===== src/include/ufa_defines.vh =====
// Register map, field positions, reset values and sizes of the UART data path
`ifndef UFA_DEFINES_VH
`define UFA_DEFINES_VH
// ----------------------------------------
// Register byte addresses
// ----------------------------------------
`define UFA_ALIAS_FIRST 32'h50001130
`define UFA_ALIAS_LAST 32'h5000116c
`define UFA_TEST_ACCESS 32'h50001170
`define UFA_CTRL 32'h50001180
`define UFA_STATUS 32'h50001184
`define UFA_INT_STAT 32'h50001188
`define UFA_INT_CLR 32'h5000118c
`define UFA_INT_EN 32'h50001190
// ----------------------------------------
// Field positions
// ----------------------------------------
`define UFA_CTRL_FIFO_EN 0
`define UFA_CTRL_IR_MODE 1
`define UFA_ST_DATA_READY 0
`define UFA_ST_THR_EMPTY 1
`define UFA_ST_RX_FULL 2
`define UFA_ST_TX_FULL 3
`define UFA_EV_RX_CHAR 0
`define UFA_EV_OVERRUN 1
`define UFA_EV_TX_EMPTY 2
`define UFA_EV_TX_LOST 3
`define UFA_EV_W 4
// ----------------------------------------
// Reset values, sizes and timing
// ----------------------------------------
`define UFA_CTRL_RST 2'h0
`define UFA_TEST_ACCESS_RST 1'h0
`define UFA_INT_EN_RST 4'h0
`define UFA_FIFO_DEPTH 16
`define UFA_PTR_W 4
`define UFA_CNT_W 5
`define UFA_FIFO_CAP 5'h10
`define UFA_SINGLE_CAP 5'h1
`define UFA_FIFO_ACCESS_CFG 1'h1
`define UFA_OVS 16
`define UFA_OVS_MID 4'h7
`define UFA_OVS_LAST 4'hf
`define UFA_IR_PULSE_FIRST 4'h6
`define UFA_IR_PULSE_LAST 4'h8
`define UFA_FRAME_BITS 4'h9
`endif


===== src/hdl/ufa_data_fifo.v =====
// UART receive/transmit data path with FIFOs, data alias, test access and APB slave
`include "ufa_defines.vh"

module ufa_data_fifo (
    // Clock and reset
    input wire core_clk,
    input wire rst_n,
    // APB slave
    input wire psel,
    input wire penable,
    input wire pwrite,
    input wire [31:0] paddr,
    input wire [31:0] pwdata,
    output wire pready,
    output wire pslverr,
    output reg [31:0] prdata,
    // Serial link
    input wire sampleTick,
    input wire sin,
    input wire sirIn,
    output reg sout,
    output reg sirOutN,
    // Interrupt
    output wire irq
);

    // ----------------------------------------
    // Address decode
    // ----------------------------------------
    function isAlias;
        input [31:0] a;
        begin
            isAlias = (a >= `UFA_ALIAS_FIRST) && (a <= `UFA_ALIAS_LAST) && (a[1:0] == 2'h0);
        end
    endfunction

    function isMapped;
        input [31:0] a;
        begin
            isMapped = isAlias(a) || a == `UFA_TEST_ACCESS || a == `UFA_CTRL
                || a == `UFA_STATUS || a == `UFA_INT_STAT || a == `UFA_INT_CLR
                || a == `UFA_INT_EN;
        end
    endfunction

    wire setupPh = psel & ~penable;
    wire accessPh = psel & penable;
    wire wrAcc = accessPh & pwrite & isMapped(paddr);
    wire rdAcc = accessPh & ~pwrite & isMapped(paddr);
    assign pready = 1'b1;
    assign pslverr = accessPh & ~isMapped(paddr);

    // ----------------------------------------
    // Control registers
    // ----------------------------------------
    reg [1:0] ctrlQ;
    reg testQ;
    reg [`UFA_EV_W-1:0] intEnQ;
    reg [`UFA_EV_W-1:0] intStatQ;
    wire fifoEn = ctrlQ[`UFA_CTRL_FIFO_EN];
    wire irMode = ctrlQ[`UFA_CTRL_IR_MODE];
    wire testWr = wrAcc && paddr == `UFA_TEST_ACCESS && `UFA_FIFO_ACCESS_CFG;
    wire testToggle = testWr && pwdata[0] != testQ;
    wire ctrlWr = wrAcc && paddr == `UFA_CTRL;
    wire fifoToggle = ctrlWr && pwdata[`UFA_CTRL_FIFO_EN] != fifoEn;
    // A FIFO-enable or test-access change leaves stale pointers meaningless, so both FIFOs restart
    wire fifoClr = testToggle | fifoToggle;
    wire aliasWr = wrAcc & isAlias(paddr);
    wire aliasRd = rdAcc & isAlias(paddr);

    always @(posedge core_clk or negedge rst_n) begin
        if (!rst_n) begin
            ctrlQ <= `UFA_CTRL_RST;
            testQ <= `UFA_TEST_ACCESS_RST;
            intEnQ <= `UFA_INT_EN_RST;
        end else begin
            if (ctrlWr) begin
                ctrlQ <= pwdata[1:0];
            end
            if (testWr) begin
                testQ <= pwdata[0];
            end
            if (wrAcc && paddr == `UFA_INT_EN) begin
                intEnQ <= pwdata[`UFA_EV_W-1:0];
            end
        end
    end

    // ----------------------------------------
    // Receive FIFO
    // ----------------------------------------
    reg [7:0] rxMem [0:`UFA_FIFO_DEPTH-1];
    reg [`UFA_PTR_W-1:0] rxWrQ;
    reg [`UFA_PTR_W-1:0] rxRdQ;
    reg [`UFA_CNT_W-1:0] rxCntQ;
    reg rxDoneQ;
    reg [7:0] rxByteQ;
    wire [`UFA_CNT_W-1:0] rxCap = fifoEn ? `UFA_FIFO_CAP : `UFA_SINGLE_CAP;
    wire rxFull = rxCntQ == rxCap;
    wire rxEmpty = rxCntQ == 0;
    // Receiver pushes only outside test mode; in test mode the master does
    wire rxPushReq = testQ ? aliasWr : rxDoneQ;
    wire [7:0] rxPushData = testQ ? pwdata[7:0] : rxByteQ;
    reg rdValidQ;
    wire rxPop = aliasRd & ~testQ & rdValidQ & ~fifoClr;
    wire rxPush = rxPushReq & ~rxFull & ~fifoClr;
    wire rxOver = rxPushReq & rxFull & ~fifoClr & ~testQ & ~rxPop;
    // Non-FIFO mode: unread byte is overwritten in place
    wire rxOverwrite = rxOver & ~fifoEn;

    always @(posedge core_clk) begin
        if (rxPush) begin
            rxMem[rxWrQ] <= rxPushData;
        end else if (rxOverwrite) begin
            rxMem[rxRdQ] <= rxPushData;
        end else if (rxPushReq && rxPop && rxFull && !fifoClr) begin
            rxMem[rxWrQ] <= rxPushData;
        end
    end

    wire rxPushPop = rxPushReq & rxPop & rxFull & ~fifoClr;
    always @(posedge core_clk or negedge rst_n) begin
        if (!rst_n) begin
            rxWrQ <= {`UFA_PTR_W{1'b0}};
            rxRdQ <= {`UFA_PTR_W{1'b0}};
            rxCntQ <= {`UFA_CNT_W{1'b0}};
        end else if (fifoClr) begin
            rxWrQ <= {`UFA_PTR_W{1'b0}};
            rxRdQ <= {`UFA_PTR_W{1'b0}};
            rxCntQ <= {`UFA_CNT_W{1'b0}};
        end else begin
            // Full FIFO with no read: newcomer is simply dropped
            if (rxPush || rxPushPop) begin
                rxWrQ <= fifoEn ? rxWrQ + 1'b1 : rxWrQ;
            end
            if (rxPop) begin
                rxRdQ <= fifoEn ? rxRdQ + 1'b1 : rxRdQ;
            end
            if (rxPush && !rxPop) begin
                rxCntQ <= rxCntQ + 1'b1;
            end else if (rxPop && !rxPush && !rxPushPop) begin
                rxCntQ <= rxCntQ - 1'b1;
            end
        end
    end

    // ----------------------------------------
    // Transmit FIFO
    // ----------------------------------------
    reg [7:0] txMem [0:`UFA_FIFO_DEPTH-1];
    reg [`UFA_PTR_W-1:0] txWrQ;
    reg [`UFA_PTR_W-1:0] txRdQ;
    reg [`UFA_CNT_W-1:0] txCntQ;
    wire txFull = txCntQ == rxCap;
    wire txEmpty = txCntQ == 0;
    reg txBusyQ;
    wire txWrReq = aliasWr & ~testQ;
    wire txLoad = ~testQ & ~txBusyQ & ~txEmpty & ~fifoClr;
    wire txPop = (txLoad | (aliasRd & testQ & rdValidQ)) & ~fifoClr;
    wire txPush = txWrReq & ~txFull & ~fifoClr;
    // Single holding register already occupied: replace pending byte
    wire txReplace = txWrReq & txFull & ~fifoEn & ~txPop & ~fifoClr;
    wire txLost = txWrReq & txFull & fifoEn & ~fifoClr;

    always @(posedge core_clk) begin
        if (txPush) begin
            txMem[txWrQ] <= pwdata[7:0];
        end else if (txReplace) begin
            txMem[txRdQ] <= pwdata[7:0];
        end
    end

    always @(posedge core_clk or negedge rst_n) begin
        if (!rst_n) begin
            txWrQ <= {`UFA_PTR_W{1'b0}};
            txRdQ <= {`UFA_PTR_W{1'b0}};
            txCntQ <= {`UFA_CNT_W{1'b0}};
        end else if (fifoClr) begin
            txWrQ <= {`UFA_PTR_W{1'b0}};
            txRdQ <= {`UFA_PTR_W{1'b0}};
            txCntQ <= {`UFA_CNT_W{1'b0}};
        end else begin
            if (txPush) begin
                txWrQ <= fifoEn ? txWrQ + 1'b1 : txWrQ;
            end
            if (txPop) begin
                txRdQ <= fifoEn ? txRdQ + 1'b1 : txRdQ;
            end
            if (txPush && !txPop) begin
                txCntQ <= txCntQ + 1'b1;
            end else if (txPop && !txPush) begin
                txCntQ <= txCntQ - 1'b1;
            end
        end
    end

    // ----------------------------------------
    // APB read data
    // ----------------------------------------
    // Data is latched in setup so the output comes from a flop; the pop
    // happens only at the access edge, and only if data was valid then.
    reg [31:0] rdMux;
    always @* begin
        rdMux = 32'h0;
        if (isAlias(paddr)) begin
            rdMux[7:0] = testQ ? txMem[txRdQ] : rxMem[rxRdQ];
        end else if (paddr == `UFA_TEST_ACCESS) begin
            rdMux[0] = testQ;
        end else if (paddr == `UFA_CTRL) begin
            rdMux[1:0] = ctrlQ;
        end else if (paddr == `UFA_STATUS) begin
            rdMux[`UFA_ST_DATA_READY] = ~rxEmpty;
            rdMux[`UFA_ST_THR_EMPTY] = txEmpty;
            rdMux[`UFA_ST_RX_FULL] = rxCntQ == `UFA_FIFO_DEPTH;
            rdMux[`UFA_ST_TX_FULL] = txFull;
        end else if (paddr == `UFA_INT_STAT) begin
            rdMux[`UFA_EV_W-1:0] = intStatQ;
        end else if (paddr == `UFA_INT_EN) begin
            rdMux[`UFA_EV_W-1:0] = intEnQ;
        end
    end

    always @(posedge core_clk or negedge rst_n) begin
        if (!rst_n) begin
            prdata <= 32'h0;
            rdValidQ <= 1'b0;
        end else if (setupPh && !pwrite) begin
            prdata <= rdMux;
            rdValidQ <= testQ ? ~txEmpty : ~rxEmpty;
        end
    end

    // ----------------------------------------
    // Interrupt status
    // ----------------------------------------
    wire [`UFA_EV_W-1:0] evSet = {txLost, txLoad & (txCntQ == 1) & ~txPush,
        rxOver, rxPush | rxOverwrite | rxPushPop};
    wire [`UFA_EV_W-1:0] evClr = (wrAcc && paddr == `UFA_INT_CLR) ?
        pwdata[`UFA_EV_W-1:0] : {`UFA_EV_W{1'b0}};
    always @(posedge core_clk or negedge rst_n) begin
        if (!rst_n) begin
            intStatQ <= {`UFA_EV_W{1'b0}};
        end else begin
            // Set wins over a simultaneous clear
            intStatQ <= (intStatQ & ~evClr) | evSet;
        end
    end
    assign irq = |(intStatQ & intEnQ);

    // ----------------------------------------
    // Pin synchronisers
    // ----------------------------------------
    reg sinMetaQ;
    reg sinSyncQ;
    reg irMetaQ;
    reg irSyncQ;
    always @(posedge core_clk or negedge rst_n) begin
        if (!rst_n) begin
            sinMetaQ <= 1'b1;
            sinSyncQ <= 1'b1;
            irMetaQ <= 1'b0;
            irSyncQ <= 1'b0;
        end else begin
            sinMetaQ <= sin;
            sinSyncQ <= sinMetaQ;
            irMetaQ <= sirIn;
            irSyncQ <= irMetaQ;
        end
    end
    // Infrared pulse means a zero bit
    wire rxLine = irMode ? ~irSyncQ : sinSyncQ;

    // ----------------------------------------
    // Receiver
    // ----------------------------------------
    reg rxActQ;
    reg [3:0] rxTickQ;
    reg [3:0] rxBitQ;
    reg [7:0] rxShQ;
    always @(posedge core_clk or negedge rst_n) begin
        if (!rst_n) begin
            rxActQ <= 1'b0;
            rxTickQ <= 4'h0;
            rxBitQ <= 4'h0;
            rxShQ <= 8'h0;
            rxByteQ <= 8'h0;
            rxDoneQ <= 1'b0;
        end else begin
            rxDoneQ <= 1'b0;
            if (sampleTick) begin
                if (!rxActQ) begin
                    if (!rxLine) begin
                        rxActQ <= 1'b1;
                        // Infrared start is only seen mid-pulse: sample on the next tick
                        rxTickQ <= irMode ? `UFA_OVS_MID : 4'h0;
                        rxBitQ <= 4'h0;
                    end
                end else begin
                    rxTickQ <= rxTickQ + 1'b1;
                    if (rxTickQ == `UFA_OVS_MID) begin
                        rxBitQ <= rxBitQ + 1'b1;
                        if (rxBitQ == 4'h0 && rxLine) begin
                            rxActQ <= 1'b0; // false start
                        end else if (rxBitQ == `UFA_FRAME_BITS) begin
                            rxActQ <= 1'b0;
                            rxByteQ <= rxShQ;
                            rxDoneQ <= 1'b1;
                        end else if (rxBitQ != 4'h0) begin
                            rxShQ <= {rxLine, rxShQ[7:1]};
                        end
                    end
                end
            end
        end
    end

    // ----------------------------------------
    // Transmitter
    // ----------------------------------------
    reg [9:0] txShQ;
    reg [3:0] txTickQ;
    reg [3:0] txBitQ;
    always @(posedge core_clk or negedge rst_n) begin
        if (!rst_n) begin
            txBusyQ <= 1'b0;
            txShQ <= 10'h3ff;
            txTickQ <= 4'h0;
            txBitQ <= 4'h0;
        end else if (txLoad) begin
            txBusyQ <= 1'b1;
            txShQ <= {1'b1, txMem[txRdQ], 1'b0};
            txTickQ <= 4'h0;
            txBitQ <= 4'h0;
        end else if (txBusyQ && sampleTick) begin
            txTickQ <= txTickQ + 1'b1;
            if (txTickQ == `UFA_OVS_LAST) begin
                txShQ <= {1'b1, txShQ[9:1]};
                txBitQ <= txBitQ + 1'b1;
                if (txBitQ == `UFA_FRAME_BITS) begin
                    txBusyQ <= 1'b0;
                end
            end
        end
    end

    wire txBit = txBusyQ ? txShQ[0] : 1'b1;
    wire irPulse = txTickQ >= `UFA_IR_PULSE_FIRST && txTickQ <= `UFA_IR_PULSE_LAST;
    always @(posedge core_clk or negedge rst_n) begin
        if (!rst_n) begin
            sout <= 1'b1;
            sirOutN <= 1'b1;
        end else begin
            sout <= irMode ? 1'b1 : txBit;
            sirOutN <= irMode ? ~(~txBit & irPulse) : 1'b1;
        end
    end

endmodule


===== config.mk =====
export PLATFORM = sky130hd
export DESIGN_NAME = ufa_data_fifo
export DESIGN_NICKNAME = d
export VERILOG_FILES = /design/src/hdl/ufa_data_fifo.v
export VERILOG_INCLUDE_DIRS = /design/src /design/src/include
export SDC_FILE = /design/constraint.sdc
export NUM_CORES = 1
export LEC_CHECK = 0
export BUFFER_PORTS_ARGS = -buffer_cell sky130_fd_sc_hd__buf_2
export CORE_MARGIN = 2
export CORE_UTILIZATION = 35
export DETAILED_ROUTE_END_ITERATION = 7
export SYNTH_ARGS = -nofsm -noshare
export SYNTH_HDL_FRONTEND = slang
export SYNTH_SLANG_ARGS = --single-unit

===== constraint.sdc =====
create_clock -name core_clk -period 2.7 [get_ports core_clk]
set_input_delay 0.405 -clock core_clk [delete_from_list [all_inputs] [get_ports core_clk]]
set_output_delay 0.405 -clock core_clk [all_outputs]
set_load 0.02 [all_outputs]

==> results.txt <==
The post-synthesis cell type count is 81. The predominant post-synthesis flop cell is sky130_fd_sc_hd__edfxtp_1. The post-DP HPWL is between 20 and 30 mm.

Of the available clock period, the critical path in the final layout requires 102%. The insertion delay to the later sink of the worst-skew pair came out at 0.57 ns. The core region is roughly 44000 um^2.

The max-slew headroom at the worst pin came out at between 50% and 60%. The total negative slack is -1.72 ns. The pre-antenna-repair detailed-routing pass consisted of 5 iterations. The count of final setup violators came out at 72. The reported leakage power is 7.37 nW. The source of the critical timing path is ctrlQ[0]. The number of vias in the routed layout is roughly 10000. The endpoint arrival time on the critical path came out at approximately 3.1 ns. The vertical die dimension is 216 um. The total of fill cells in the finished design is a little under 4000. The number of clock buffers inserted by TritonCTS is 39. The largest single stage delay on the critical path is 0.42 ns. The worst hold-check path type is in2reg.

The run finished, with violations left. From synthesis to final layout, the design area changed by 25.0%. The largest net degree at the start of global routing is 55. The wire length of the first global-routing pass came out at about 57 mm. STA classifies the critical path endpoint as a flop. The clock tree from TritonCTS is done. The fraction of final layout cells with drive strength greater than 1 is roughly 34%. The DRC violations left came out at 0. The critical path goes through or3b_4, a2111oi_4, nand3_2, nor4_4, buf_6, buf_6, nor3b_2, a31oi_2, buf_6, nor2_4, buf_12. Leaving out fill and tap cells, the most frequent cell in the layout is sky130_fd_sc_hd__edfxtp_1. Counting stages on the worst path, the most repeated cell is sky130_fd_sc_hd__buf_6. After synthesis, the mean cell area works out to between 10 and 15 um^2. The global-route usage over all layers came out at between 10% and 20%. In this run the horizontal extent of the chip is ~220 um. Routability-driven placement finished with a final weighted congestion of ~0.89.

Input and output buffers added on the ports amount to between 50 and 60. The largest voltage drop on the vdd net came out at 413 uV. The synthesized design contains between 200 and 300 enable-type register cells. In the layout the commonest cells are sky130_fd_sc_hd__edfxtp_1 (256), sky130_fd_sc_hd__buf_4 (108), sky130_fd_sc_hd__nand2_1 (96), sky130_fd_sc_hd__dfrtp_1 (80), sky130_fd_sc_hd__buf_2 (58). The wire length on met3 is approximately 1.5 mm. The via count normalized by instance count came out at between 5 and 6. Setup repair after global routing could not meet its margin everywhere. The largest individual stage delay along the critical path comes from the cell sky130_fd_sc_hd__dfrtp_2. For this block, the initial DRC count from the detailed router was 700.

The count of nets left with antenna violations once routing finished came out at 0. The flop and latch count out of synthesis came out at about 350. The worst hold slack came out at roughly 0.28 ns. The startpoint identified for the worst hold timing path is sampleTick.

The clock slew seen by the registers of the worst setup and hold paths came out at around 0.060 ns. The number of max-capacitance violations reported is 0. The checks that failed: negative setup slack.

The number of sinks driven by the clock tree came out at 352. Of the synthesized area, sequential elements account for approximately 64%. For this design the ratio of total power to cell area is roughly 590 nW/um^2. The count of H-tree levels built during CTS is 2. The number of synthesis warnings came out at 0.

The worst register-to-register path begins at ctrlQ[0]. The synthesized instance count came out at between 1000 and 1500. The share of synthesized registers carrying an async set or reset is between 20 and 30%. The effective utilization at floorplan is a little over a third. By area the synthesized netlist is led by sky130_fd_sc_hd__edfxtp_1 (49%), sky130_fd_sc_hd__dfrtp_1 (13%), sky130_fd_sc_hd__mux4_2 (8.0%). STA classifies the critical path startpoint as a flop. The maximum clock insertion buffer count came out at 3.

The top achievable clock speed is approximately 360 MHz. The total inserted antenna cells is 0. The worst path in the final design needs a cycle of approximately 2.7 ns, including I/O delays and setup.

The overall overflow remaining after global route is 0. The area of the mapped netlist is 15800 um^2. The met2 wire length came out at around 18 mm. The worst setup slack for register-to-register paths came out at -0.05 ns. roughly 110 I/O pins were placed. The top layer reached by signal wires is met4. The detail-routed net length per standard cell is approximately 20 um. For this block, wires on met1 add up to around 17 mm. The setup path with the least slack is of type reg2reg.

The total routed wirelength is around 37 mm. The via count of the first global-routing pass is approximately 10000. The number of slew-limit violations in the final report is 0. The number of antenna violations at the first check in global routing came to 1. The tree is rooted in a sky130_fd_sc_hd__clkbuf_16.

The final worst setup slack is -0.0493 ns. Of all cell types, the one taking the most synthesized area is sky130_fd_sc_hd__edfxtp_1. The final net count came out at roughly 1400. The die covers approximately 47000 um^2. The measured slew at the worst slew-check pin is approximately 0.74 ns. The proportion of netlist area held by the largest area contributor came out at 48.7%. The worst path required time is between 3 and 4 ns. The hold violation count in the final report is 0. The highest fanout seen on the critical path came out at 8.

The standard-cell row count came out at between 70 and 80. Between clock sinks in the finished design, the worst skew comes to roughly 0.023 ns.
synthesized netlist by cell type, types with 8 or more instances:
library cell               number
sky130_fd_sc_hd__a22oi_1       13
sky130_fd_sc_hd__o21ai_0       33
sky130_fd_sc_hd__a21o_1         8
sky130_fd_sc_hd__nand2_1       97
sky130_fd_sc_hd__a221oi_1      17
sky130_fd_sc_hd__mux4_2        56
sky130_fd_sc_hd__xor2_1        10
sky130_fd_sc_hd__inv_1         17
sky130_fd_sc_hd__and3_1         9
sky130_fd_sc_hd__nand2b_1       8
sky130_fd_sc_hd__edfxtp_1     256
sky130_fd_sc_hd__nand3_1       27
sky130_fd_sc_hd__buf_4         27
sky130_fd_sc_hd__buf_2         12
sky130_fd_sc_hd__nand3b_1       8
sky130_fd_sc_hd__clkbuf_1      32
sky130_fd_sc_hd__nor2_1        60
sky130_fd_sc_hd__mux2i_1       47
sky130_fd_sc_hd__o22ai_1       15
sky130_fd_sc_hd__mux2_2        25
sky130_fd_sc_hd__a21oi_1       20
sky130_fd_sc_hd__or3_1          9
sky130_fd_sc_hd__nor3_1        14
sky130_fd_sc_hd__dfrtp_1       83
sky130_fd_sc_hd__xnor2_1        9
sky130_fd_sc_hd__ha_1          18
sky130_fd_sc_hd__dfstp_2       13
where the power goes:
| group | switching [mW] | internal [mW] | total (mW) |
|---|---|---|---|
| logic | 0.341 | 0.246 | 0.587 |
| clock network | 2.13 | 2.84 | 4.97 |
| registers | 0.140 | 5.93 | 6.07 |
sequential cells by signal, summed over array words and instances (netlist names), 4 cells and up:
signal,flops
rxMem,128
txMem,128
txShQ,9
prdata,8
rxByteQ,8
rxShQ,8
rxCntQ,5
txCntQ,5
intEnQ,4
intStatQ,4
rxBitQ,4
rxRdQ,4
rxTickQ,4
rxWrQ,4
txBitQ,4
txRdQ,4
txTickQ,4
txWrQ,4
routing by layer:
layer  vias to the layer above  track usage (%)
met5                         -                0
met4                         0             4.70
met3                        66             2.61
met2                       232             26.4
met1                      4944             21.5
li1                       4512                -
path summary, 6_finish.rpt:
path / depth (start not counted) / to
max: 11 / txMem[2][7]
max reg2reg: 11 / txMem[2][7]
min reg2reg: 0 / irSyncQ
min in group asynchronous: 2 / txRdQ[0]
min: 3 / rxTickQ[0]
max in group asynchronous: 3 / txShQ[2]
cells by family after synthesis:
family / after synthesis / synth area share [%]
AO/OA/AOI/OAI: 160 / 7.19
XOR/XNOR: 19 / 1.05
adder cells (fa/ha/maj): 19 / 1.55
buffers and inverters: 96 / 3.07
flip-flops: 352 / 64.0
multiplexers: 133 / 13.2
other: 2 / 0.0476
AND/OR/NAND/NOR: 294 / 9.86
layout make-up:
cell class	count	area [um^2]	area share, %
clock buffer	52	1040	5.30
clock inverter	15	134	0.679
inverter	18	67.6	0.342
multi-input combinational	650	5750	29.1
sequential	352	10100	51.2
tap	592	741	3.75
timing repair buffer	213	1880	9.53
worst max-delay path: cells and delay by family (launching register included):
family                 cells  cell delay, ns
AOI/OAI and AO/OA          2            0.53
DFF                        1            0.42
buffers and inverters      4            0.62
and+or+nand+nor            5            0.93
stage by stage:
step           power, mW  worst slack [ns]  std cells  instance area [um^2]  utilization (%)
6_report            11.6           -0.0493       1892                 19700             44.5
5_1_grt             12.0            -0.132       1892                 19700             44.5
4_1_cts             11.8            -0.174       1890                 19500             44.0
3_5_place_dp        6.75            -0.660       1809                 18000             40.7
3_3_place_gp        6.72            -0.549       1809                 18000             40.7
2_1_floorplan       6.52            -0.159       1098                 16100                -
repair_timing:
item	in CTS	in global routing
buffers inserted	10	6
resized for setup	29	40
endpoints found under the setup margin	203	254
hold buffers	3	0
pin swaps	17	13
hold endpoints to repair	35	0
cloned	1	0
(Power assumes the default switching activity.)
